--- src/trig_ctl_pkg.sv ---
// Constants, types and register map of the input trigger measurement controller.
//------------------------------------------------------------------------------
//------------------------------------------------------------------------------
`default_nettype none
package trig_ctl_pkg;
    // Register byte offsets.
    localparam logic [7:0] ctrl_offset = 8'h00;
    localparam logic [7:0] cmd_offset = 8'h04;
    localparam logic [7:0] len_offset = 8'h08;
    localparam logic [7:0] status_offset = 8'h0c;
    localparam logic [7:0] count_offset = 8'h10;
    // Control field positions.
    localparam int resp_lsb = 0;
    localparam int rearm_en_bit = 2;
    localparam int func_lsb = 4;
    localparam int cont_bit = 6;
    // Command bits.
    localparam int cmd_start_bit = 0;
    localparam int cmd_rearm_bit = 1;
    localparam int cmd_func_bit = 2;
    localparam int cmd_stop_bit = 3;
    // Reset values.
    localparam logic [6:0] ctrl_reset = 7'h00;
    localparam logic [15:0] len_reset = 16'h0001;
    // Trigger response modes.
    typedef enum logic [1:0] {
        discard_pulses = 2'b00,
        single_measure_per_pulse = 2'b01,
        pulse_launches_function = 2'b10
    } resp_type;
    // Acquisition functions.
    typedef enum logic [1:0] {
        no_function = 2'b00,
        extremes_tracking_function = 2'b01,
        sample_record_function = 2'b10,
        drift_record_function = 2'b11
    } func_type;
    // Controller states.
    typedef enum logic [2:0] {
        st_idle = 3'b000,
        st_listen = 3'b001,
        st_auto = 3'b010,
        st_func_pulse = 3'b011,
        st_func_wait = 3'b100,
        st_func_auto = 3'b101
    } state_type;
endpackage : trig_ctl_pkg
`default_nettype wire

--- src/trig_ctl.sv ---
// Input trigger measurement controller with an AHB-Lite register slave.
//
// The AHB-Lite interface to the registers and the register addresses were chosen for this implementation.
`timescale 1ns/1ns
`default_nettype none
module trig_ctl (
    // Clock and reset.
    input wire logic clock,
    input wire logic srst,
    // AHB-Lite slave.
    input wire logic hsel,
    input wire logic [31:0] haddr,
    input wire logic [1:0] htrans,
    input wire logic hwrite,
    input wire logic [2:0] hsize,
    input wire logic [31:0] hwdata,
    input wire logic hready,
    output logic hreadyout,
    output logic [31:0] hrdata,
    output logic hresp,
    // Hardware trigger pin.
    input wire logic trig_in,
    // Measurement engine.
    output logic meas_start,
    input wire logic meas_done
);
    //--------------------------------------------------------------------------
    // Declarations
    //--------------------------------------------------------------------------
    logic [6:0] ctrl_reg;
    logic [15:0] len_reg;
    logic [15:0] left_reg;
    logic [15:0] taken_reg;
    logic [15:0] dropped_reg;
    logic wr_pend_reg;
    logic [7:0] wr_addr_reg;
    logic [31:0] hrdata_reg;
    logic [2:0] trig_sync_reg;
    logic armed_reg;
    logic busy_reg;
    logic oneshot_reg;
    logic func_done_reg;
    logic meas_start_reg;
    trig_ctl_pkg::state_type state_reg;
    trig_ctl_pkg::state_type state_next;
    trig_ctl_pkg::resp_type resp;
    trig_ctl_pkg::func_type func;
    logic rearm_en;
    logic cont;
    logic addr_ok;
    logic cmd_wr;
    logic do_start;
    logic do_rearm;
    logic do_func;
    logic do_stop;
    logic pulse;
    logic free;
    logic gate;
    logic accept;
    logic auto_req;
    logic issue;
    logic last_done;
    //--------------------------------------------------------------------------
    // Helpers
    //--------------------------------------------------------------------------
    // True when a remembered write address selects the given register word.
    function automatic logic word_hit(input logic [7:0] addr, input logic [7:0] offset);
        return addr == offset;
    endfunction : word_hit
    // True when the response mode throws hardware pulses away.
    function automatic logic discards(input trig_ctl_pkg::resp_type mode);
        return mode == trig_ctl_pkg::discard_pulses;
    endfunction : discards
    //--------------------------------------------------------------------------
    // Register bus
    //--------------------------------------------------------------------------
    // A request is taken in its address phase when the bus is ready.
    assign addr_ok = hsel && htrans[1] && hready;
    // Writes are remembered for their data phase.
    always_ff @(posedge clock) begin
        if (srst) begin
            wr_pend_reg <= 1'b0;
            wr_addr_reg <= 8'h00;
        end else begin
            wr_pend_reg <= addr_ok && hwrite;
            wr_addr_reg <= haddr[7:0];
        end
    end
    // The slave never inserts wait states and always answers OKAY.
    // Ready is low while reset is held and until the first edge after release, so a master waits one edge after release.
    always_ff @(posedge clock) begin
        if (srst) begin
            hreadyout <= 1'b0;
            hresp <= 1'b0;
        end else begin
            hreadyout <= 1'b1;
            hresp <= 1'b0;
        end
    end
    // Read data is captured at the address phase; unmapped words read zero.
    always_ff @(posedge clock) begin
        if (srst) begin
            hrdata_reg <= 32'h00000000;
        end else if (addr_ok && !hwrite) begin
            case (haddr[7:0])
                trig_ctl_pkg::ctrl_offset: hrdata_reg <= {25'h0000000, ctrl_reg};
                trig_ctl_pkg::len_offset: hrdata_reg <= {16'h0000, len_reg};
                trig_ctl_pkg::status_offset: hrdata_reg <= {left_reg, 8'h00, func_done_reg,
                    oneshot_reg, busy_reg, armed_reg, 1'b0, state_reg};
                trig_ctl_pkg::count_offset: hrdata_reg <= {dropped_reg, taken_reg};
                default: hrdata_reg <= 32'h00000000;
            endcase
        end
    end
    assign hrdata = hrdata_reg;
    // Control and length registers take their data phase word.
    always_ff @(posedge clock) begin
        if (srst) begin
            ctrl_reg <= trig_ctl_pkg::ctrl_reset;
            len_reg <= trig_ctl_pkg::len_reset;
        end else if (wr_pend_reg) begin
            if (word_hit(wr_addr_reg, trig_ctl_pkg::ctrl_offset)) begin
                ctrl_reg <= hwdata[6:0];
            end
            if (word_hit(wr_addr_reg, trig_ctl_pkg::len_offset)) begin
                len_reg <= hwdata[15:0];
            end
        end
    end
    // Command strobes last the data phase cycle only.
    assign cmd_wr = wr_pend_reg && word_hit(wr_addr_reg, trig_ctl_pkg::cmd_offset);
    assign do_start = cmd_wr && hwdata[trig_ctl_pkg::cmd_start_bit];
    assign do_rearm = cmd_wr && hwdata[trig_ctl_pkg::cmd_rearm_bit];
    assign do_func = cmd_wr && hwdata[trig_ctl_pkg::cmd_func_bit];
    assign do_stop = cmd_wr && hwdata[trig_ctl_pkg::cmd_stop_bit];
    // Decoded settings.
    assign resp = trig_ctl_pkg::resp_type'(ctrl_reg[trig_ctl_pkg::resp_lsb +: 2]);
    assign func = trig_ctl_pkg::func_type'(ctrl_reg[trig_ctl_pkg::func_lsb +: 2]);
    assign rearm_en = ctrl_reg[trig_ctl_pkg::rearm_en_bit];
    assign cont = ctrl_reg[trig_ctl_pkg::cont_bit];
    //--------------------------------------------------------------------------
    // Trigger input
    //--------------------------------------------------------------------------
    // Two flip-flops resynchronise the pin, the third gives the rising edge.
    always_ff @(posedge clock) begin
        if (srst) begin
            trig_sync_reg <= 3'b000;
        end else begin
            trig_sync_reg <= {trig_sync_reg[1:0], trig_in};
        end
    end
    // The edge is taken after the second stage, so a metastable first stage is never read.
    assign pulse = trig_sync_reg[1] && !trig_sync_reg[2];
    // No new measurement may start while one is pending or running.
    // A pulse that arrives while the engine is busy is counted as refused, not queued.
    assign free = !busy_reg && !meas_start_reg;
    // Pulse gating per state; record functions bypass the armed flag.
    always_comb begin
        case (state_reg)
            trig_ctl_pkg::st_listen: gate = !discards(resp) && armed_reg;
            trig_ctl_pkg::st_func_pulse,
            trig_ctl_pkg::st_func_wait: gate = (func != trig_ctl_pkg::extremes_tracking_function)
                || rearm_en || armed_reg;
            default: gate = 1'b0;
        endcase
    end
    assign accept = pulse && free && gate;
    // Armed flag; a rearm in the same cycle as a consumed pulse wins.
    always_ff @(posedge clock) begin
        if (srst) begin
            armed_reg <= 1'b1;
        end else if (do_rearm) begin
            armed_reg <= 1'b1;
        end else if (accept && !rearm_en) begin
            armed_reg <= 1'b0;
        end
    end
    // Accepted and refused pulse counters.
    always_ff @(posedge clock) begin
        if (srst) begin
            taken_reg <= 16'h0000;
            dropped_reg <= 16'h0000;
        end else if (pulse) begin
            if (accept) begin
                taken_reg <= taken_reg + 16'h0001;
            end else begin
                dropped_reg <= dropped_reg + 16'h0001;
            end
        end
    end
    //--------------------------------------------------------------------------
    // Sequencer
    //--------------------------------------------------------------------------
    // The last measurement of a function finishes it.
    assign last_done = meas_done && busy_reg && (left_reg == 16'h0001);
    // State transitions.
    always_comb begin
        state_next = state_reg;
        case (state_reg)
            trig_ctl_pkg::st_idle: begin
                if (cont && discards(resp)) begin
                    state_next = trig_ctl_pkg::st_auto;
                end else if (cont || (do_start && !discards(resp))) begin
                    state_next = trig_ctl_pkg::st_listen;
                end
            end
            trig_ctl_pkg::st_listen,
            trig_ctl_pkg::st_auto: begin
                if (!cont && !do_start && state_reg == trig_ctl_pkg::st_auto) begin
                    state_next = trig_ctl_pkg::st_idle;
                end
            end
            trig_ctl_pkg::st_func_wait: begin
                if (accept) begin
                    state_next = trig_ctl_pkg::st_func_auto;
                end
            end
            trig_ctl_pkg::st_func_pulse,
            trig_ctl_pkg::st_func_auto: begin
                if (last_done) begin
                    state_next = trig_ctl_pkg::st_idle;
                end
            end
            default: state_next = trig_ctl_pkg::st_idle;
        endcase
        if (do_func && len_reg != 16'h0000) begin
            case (resp)
                trig_ctl_pkg::single_measure_per_pulse: state_next = trig_ctl_pkg::st_func_pulse;
                trig_ctl_pkg::pulse_launches_function: state_next = trig_ctl_pkg::st_func_wait;
                default: state_next = trig_ctl_pkg::st_func_auto;
            endcase
        end
        // A stop command wins over a function start written in the same word.
        if (do_stop) begin
            state_next = trig_ctl_pkg::st_idle;
        end
    end
    // State register.
    always_ff @(posedge clock) begin
        if (srst) begin
            state_reg <= trig_ctl_pkg::st_idle;
        end else begin
            state_reg <= state_next;
        end
    end
    // Measurements left in the running function.
    // The counter never wraps below zero, so a stray done pulse after a stop is harmless.
    always_ff @(posedge clock) begin
        if (srst) begin
            left_reg <= 16'h0000;
        end else if (do_func) begin
            left_reg <= len_reg;
        end else if (meas_done && busy_reg && left_reg != 16'h0000) begin
            left_reg <= left_reg - 16'h0001;
        end
    end
    // Sticky completion flag, cleared by the next function start.
    always_ff @(posedge clock) begin
        if (srst) begin
            func_done_reg <= 1'b0;
        end else if (last_done && state_reg != trig_ctl_pkg::st_idle) begin
            func_done_reg <= 1'b1;
        end else if (do_func) begin
            func_done_reg <= 1'b0;
        end
    end
    // One software measurement for an immediate start in discard response.
    always_ff @(posedge clock) begin
        if (srst) begin
            oneshot_reg <= 1'b0;
        end else if (do_stop) begin
            oneshot_reg <= 1'b0;
        end else if (do_start && discards(resp)) begin
            oneshot_reg <= 1'b1;
        end else if (issue) begin
            oneshot_reg <= 1'b0;
        end
    end
    // Self-paced measurement requests.
    assign auto_req = (state_reg == trig_ctl_pkg::st_auto) || (state_reg == trig_ctl_pkg::st_func_auto);
    // A pulse and a self-paced request in one cycle still give a single start strobe.
    assign issue = accept || (free && (auto_req || oneshot_reg));
    // Start strobe to the measurement engine.
    // A stop in the same cycle suppresses a start that was about to go out.
    always_ff @(posedge clock) begin
        if (srst) begin
            meas_start_reg <= 1'b0;
        end else begin
            meas_start_reg <= issue && !do_stop;
        end
    end
    assign meas_start = meas_start_reg;
    // A measurement is in flight from its start strobe to its done pulse.
    always_ff @(posedge clock) begin
        if (srst) begin
            busy_reg <= 1'b0;
        end else if (meas_start_reg) begin
            busy_reg <= 1'b1;
        end else if (meas_done) begin
            busy_reg <= 1'b0;
        end
    end
endmodule : trig_ctl
`default_nettype wire

--- config.mk ---
export PLATFORM = sky130hd
export DESIGN_NAME = trig_ctl
export DESIGN_NICKNAME = d
export VERILOG_FILES = /design/src/trig_ctl_pkg.sv /design/src/trig_ctl.sv
export SDC_FILE = /design/constraint.sdc
export NUM_CORES = 1
export LEC_CHECK = 0
export BUFFER_PORTS_ARGS = -buffer_cell sky130_fd_sc_hd__buf_2
export CAP_MARGIN = 5
export CORE_MARGIN = 3
export CORE_UTILIZATION = 55
export CTS_CLUSTER_DIAMETER = 100
export DETAILED_ROUTE_END_ITERATION = 16
export HOLD_SLACK_MARGIN = 0.12
export PLACE_DENSITY = 0.8
export SLEW_MARGIN = 20
export SYNTH_ARGS = -nofsm -noshare
export SYNTH_HDL_FRONTEND = slang
export SYNTH_SLANG_ARGS = --single-unit
export TNS_END_PERCENT = 1
--- constraint.sdc ---
create_clock -name clock -period 2.8 [get_ports clock]
set_clock_uncertainty 0.05 [all_clocks]
set_input_delay 0.7 -clock clock [delete_from_list [all_inputs] [get_ports clock]]
set_output_delay 0.7 -clock clock [all_outputs]
set_load 0.02 [all_outputs]
=== Yosys cells after proc, flatten, opt, wreduce, memory -nomap -nowiden ===
Index checks and enable logic that the tools add are counted.

* Output and inout bits: 35
* Input port bits: 76
* Flip-flop bits (word level): 124

* Multiplexer cells: 19
* Eq/ne operators: 18
* Reduce and logical (&&, ||, !) cells: 63
* $add $sub $neg: 3
* Bitwise logic cells: 1

{| class="wikitable"
|+ Operators with widths
! cell !! count
|-
| $pmux 32 s4 || 1
|-
| $add 16x1->16 const B || 2
|-
| $mux 16 || 2
|-
| $reduce_bool 16->1 || 2
|-
| $logic_and 1x1->1 || 27
|-
| $eq 8x4->1 const B || 3
|-
| $mux 3 || 6
|-
| $eq 16x1->1 const B || 1
|-
| $logic_not 8->1 || 2
|-
| $sub 16x1->16 const B || 1
|-
| $pmux 3 s4 || 1
|-
| $reduce_or 2->1 || 5
|-
| $logic_not 1->1 || 9
|-
| $ne 3x3->1 const B || 3
|-
| $eq 8x3->1 const B || 1
|-
| $eq 8x5->1 const B || 1
|-
| $reduce_and 2->1 || 4
|-
| $reduce_bool 2->1 || 4
|-
| $mux 1 || 7
|-
| $eq 3x2->1 const B || 2
|-
| $eq 3x3->1 const B || 2
|-
| $logic_or 1x1->1 || 6
|-
| $pmux 3 s2 || 1
|-
| $ne 4x4->1 const B || 1
|-
| other kinds (10) || 10
|}

=== Longest topological paths before layout ===
* Depth in word-level cells: 9
* Depth in mapped cells: 8

=== Worst setup path before layout ===
OpenSTA, ideal clock, no wires.

* Kind: input to register
* From: input haddr[5]
* To: register hrdata_reg[10] (netlist: hrdata[10])
* Stages: 6
* Setup slack: 0.398 ns
* Data required time: 2.676 ns
* Arrival: 2.278 ns
* Cell sequence: or4_1 > or2_4 > a2111oi_4 > nand2_1 > clkbuf_1 > o21ai_0

* Cells in the longest elaborated chain, start to end: 2
* Elaborated cells between the ends (all ways): 5

{| class="wikitable"
|+ RTL lines
! what !! line !! text
|-
| start: declaration || trig_ctl.sv:12 || <nowiki>input wire logic [31:0] haddr,</nowiki>
|-
| $eq 8x5->1 (tied with other cells) || trig_ctl.sv:105 || <nowiki>case (haddr[7:0])</nowiki>
|-
| $pmux 32 s4 (*) || trig_ctl.sv:105 ||
|-
| end signal: assignment || trig_ctl.sv:106 || <nowiki>trig_ctl_pkg::ctrl_offset: hrdata_reg <= {25'h0000000, ctrl_reg};</nowiki>
|-
| end signal: assignment || trig_ctl.sv:107 || <nowiki>trig_ctl_pkg::len_offset: hrdata_reg <= {16'h0000, len_reg};</nowiki>
|-
| end signal: assignment || trig_ctl.sv:108 || <nowiki>trig_ctl_pkg::status_offset: hrdata_reg <= {left_reg, 8'h00, func_done_reg,</nowiki>
|-
| end: declaration || trig_ctl.sv:37 || <nowiki>logic [31:0] hrdata_reg;</nowiki>
|}

Mark *: on every way between the ends. The rest lies on a longest branch, timed or not.
A chain may end at the register's enable or synchronous reset.

=== Worst setup path after layout ===
* From: register left_reg[3]
* To: register left_reg[2]

* Cells in the longest elaborated chain, start to end: 3

{| class="wikitable"
|+ RTL lines
! what !! line !! text
|-
| start: declaration || trig_ctl.sv:32 || <nowiki>logic [15:0] left_reg;</nowiki>
|-
| start signal: assignment || trig_ctl.sv:252 || <nowiki>left_reg <= len_reg;</nowiki>
|-
| start signal: assignment || trig_ctl.sv:254 || <nowiki>left_reg <= left_reg - 16'h0001;</nowiki>
|-
| $reduce_bool 16->1 || trig_ctl.sv:253 || <nowiki>end else if (meas_done && busy_reg && left_reg != 16'h0000) begin</nowiki>
|-
| $logic_and 1x1->1 || trig_ctl.sv:253 ||
|-
| $reduce_bool 2->1 (no source line) || n/a ||
|}

No other way between the ends.

==> metrics.md <==
| Metric | Value |
|---|---|
| # DRC | 0 |
| Clock Tree Buf Depth | 2 |
| Final TNS setup | 0 ns |
| Final setup vio count | 0 |
| Remaining Overflow, GRT | 0 |
| Syn_nets | 734 |
| Core ar. | 9820 sq um |
| Post-synth ARST share | 0% |
| Clock transition at path regs | 0.06 ns |
| Ports | 111 |
| Clk_lat worst skew | 0.53 ns |
| Area Growth Syn to Fin | 18.7% |
| Reg-to-reg slack, setup | 0.30 ns |
| Slew of the pin with the lowest slew margin | 1.06 ns |
| Adder-cell area share of the yosys netlist | 1.33% |
| Number of flip-flops in the largest register | 32 |
| Final net count | 796 |
| Hold EP | trig_sync_reg[0] |
| Seq/Total Area, Yosys | 44.6% |
| Maximum number of pins on one net before global-route repair | 85 |
| Total global-route track usage | 26.4% |
| Post-synthesis cell type count | 60 |
| Global-route wire length before repair | 23800 microns |
| Post-synthesis simple-gate area fraction | 25.4% |
| Initial Utilization | 56.6% |
| Filler instances | 802 |
| Final Power | 4.02 mW |
| Synthesized flop and latch total | 124 |
| P_leak | 2.40 nW |
| Share of layout cells above drive strength 1 | 17.6% |
| Top FF cell, synth | dfxtp_1 |
| Power Dens Cells | 610 nW/um^2 |
| Yosys warns | 0 |
| Iter 0 DRT Violations | 437 |
| Die H | 107 microns |
| Row count | 36 |
| Fin crit period | 2.50 ns |
| Final hold violations | 0 |
| CTS sink count | 124 |
| Mean cell area of the mapped netlist | 8.52 sq um |
| Mux cell area share after synthesis | 2.52% |
| Routed WL | 14600 microns |
| TritonCTS clock tree | yes |
| Via count | 5094 |
| XOR/XNOR Fraction of Synth Area | 6.46% |
| Fin crit share | 89.2% |
| Status | completed |
| RR Endpoint | left_reg[2] |
| Crit. End Element | register |
| Max_slew headroom | 29.1% |
| Port Buffers | 65 |
| Worst Path Arrival | 2.81 ns |
| Hold buffers post-CTS | 0 |
| Slew Viols, Final | 0 |
| Synth Area in Compound Gates | 16.0% |
| Main combinational cell family by area after synthesis | simple AND/OR/NAND/NOR gates |
| Vias in the first global route | 4964 |
| Worst path required time | 3.12 ns |
| F_max | 400 MHz |
| # diodes | 0 |
| Setup Crit Path Kind | register to register |
| Startpoint Class | register |
| Max cap viols | 0 |
| Crit-path max FO | 5 |
| Post-Place Cells | 829 |
| H-tree Lvls | 4 |
| Antenna-violating nets left | 0 |
| DR WL/cell | 16.9 microns |
| Synthesized area | 5560 sq um |
| Hold WS | 0.333 ns |
| RSZ-0062 raised after global routing | no |
| Reg-to-Reg Start | left_reg[3] |
| Post-synth EDFFs | 0 |
| Drt pass-1 iters | 5 |
| Hold wc startpoint | trig_in |
| RePlAce Congestion | 0.934 |
| Reg2Reg Depth | 6 |
| Hpwl dp | 10000 microns |
| Die area | 11400 sq um |
| Die W | 107 microns |
| Vias/cell | 5.92 |
| Final Non-Filler Cells | 861 |
| Post-CTS Resized | 0 |
| Hold Path Cell Cnt | 2 |
| Maximum VDD drop | 282 uV |
| Syn Inst Count | 653 |
| Initial antenna violation count | 0 |
| Hold Crit Class | primary input to register |
| Root buffer cell | clkbuf_8 |
| Setup Fix Bufs, Post-CTS | 0 |
| Inserted Clock Buffers | 17 |
## cells in the final DEF, fill, tap and decap left out, types with 6 or more instances in the layout
master     count
nor2b_1       11
o21ai_0       37
inv_1         12
dfxtp_1      124
nor4_1         8
a21oi_1       29
o21ai_1        9
buf_2         65
clkinv_2       6
xnor2_1       23
clkbuf_16     16
nor2_1        68
a211oi_1      10
mux2i_1       14
nand4_1        8
nand3_1       17
buf_4         14
nand2_1      105
nor3_1        18
xor2_1        18
a22oi_1       31
and2_1         6
## cells in the mapped netlist, drive strengths merged, types with 14 or more instances
master  instances  area share (%)
dfxtp         124              45
nand2         105             7.1
nor2           68             4.6
o21ai          46             4.1
a22oi          31             4.2
a21oi          29             2.6
xnor2          23             3.6
clkbuf         22             1.5
nor3           19             1.8
nand3          18             1.7
xor2           18             2.8
buf            15             1.3
mux2i          14             2.5
## area by class of cell
| class | instances | area, sq um | area share (%) |
|---|---|---|---|
| Clock inverter | 13 | 150 | 2.27 |
| Inverter | 12 | 45.0 | 0.682 |
| Timing Repair Buffer | 80 | 450 | 6.82 |
| Clock buffer | 19 | 422 | 6.39 |
| Tap cell | 133 | 166 | 2.52 |
| Multi-Input combinational cell | 480 | 2880 | 43.7 |
| Sequential cell | 124 | 2480 | 37.6 |
## per-stage QoR
stage	utilization (%)	instance area [sq um]	setup slack (ns)
after global routing	67.2	6600	0.136
final	67.2	6600	0.302
after detailed placement	61.4	6030	0.121
after floorplan	-	5560	0.398
after global placement	61.4	6030	0.192
after CTS	67.2	6600	0.388
## worst max-delay path by stage
stage                            from     endpoint  slack, ns  depth (start not counted)
after detailed placement     haddr[5]   hrdata[17]       0.12                          7
after floorplan              haddr[5]   hrdata[10]       0.40                          6
after global routing      left_reg[3]  left_reg[2]       0.14                          6
after global placement       haddr[5]   hrdata[16]       0.19                          7
after CTS                 left_reg[3]  left_reg[2]       0.39                          6
final                     left_reg[3]  left_reg[2]       0.30                          6
## cell families (layout without fill, tap and decap cells)
| logic type | count (synthesis) | in the layout |
|---|---|---|
| other | 1 | 1 |
| and+or+nand+nor | 281 | 281 |
| adders and majority gates | 6 | 6 |
| AOI/OAI and AO/OA | 137 | 137 |
| buffers and inverters | 49 | 124 |
| DFF | 124 | 124 |
| muxes | 14 | 14 |
| xor gates and xnor gates | 41 | 41 |
## critical path: stages (launching register included)
cell	delay, ns
dfxtp_1	0.35
or4_4	0.59
nor4b_1	0.57
a21boi_0	0.35
nand3_1	0.18
xor2_1	0.16
a211oi_1	0.09
## where the power goes
part / total, mW / internal (mW) / switching, mW
registers: 1.78 / 1.78 / 0.00734
logic: 0.110 / 0.0365 / 0.0734
clock network: 2.13 / 1.34 / 0.789
total: 4.02 / 3.16 / 0.870
## per-layer routing
metal	track usage, %	wire length (microns)	up-vias	share of wire [%]
met4	11.3	382	0	2.6
met3	6.44	1100	42	7.5
met1	32.7	6020	2400	41
met2	43.6	7070	240	49
li1	-	-	2412	-
met5	0	0	-	0
No activity file was read; power rests on OpenSTA's default activity.
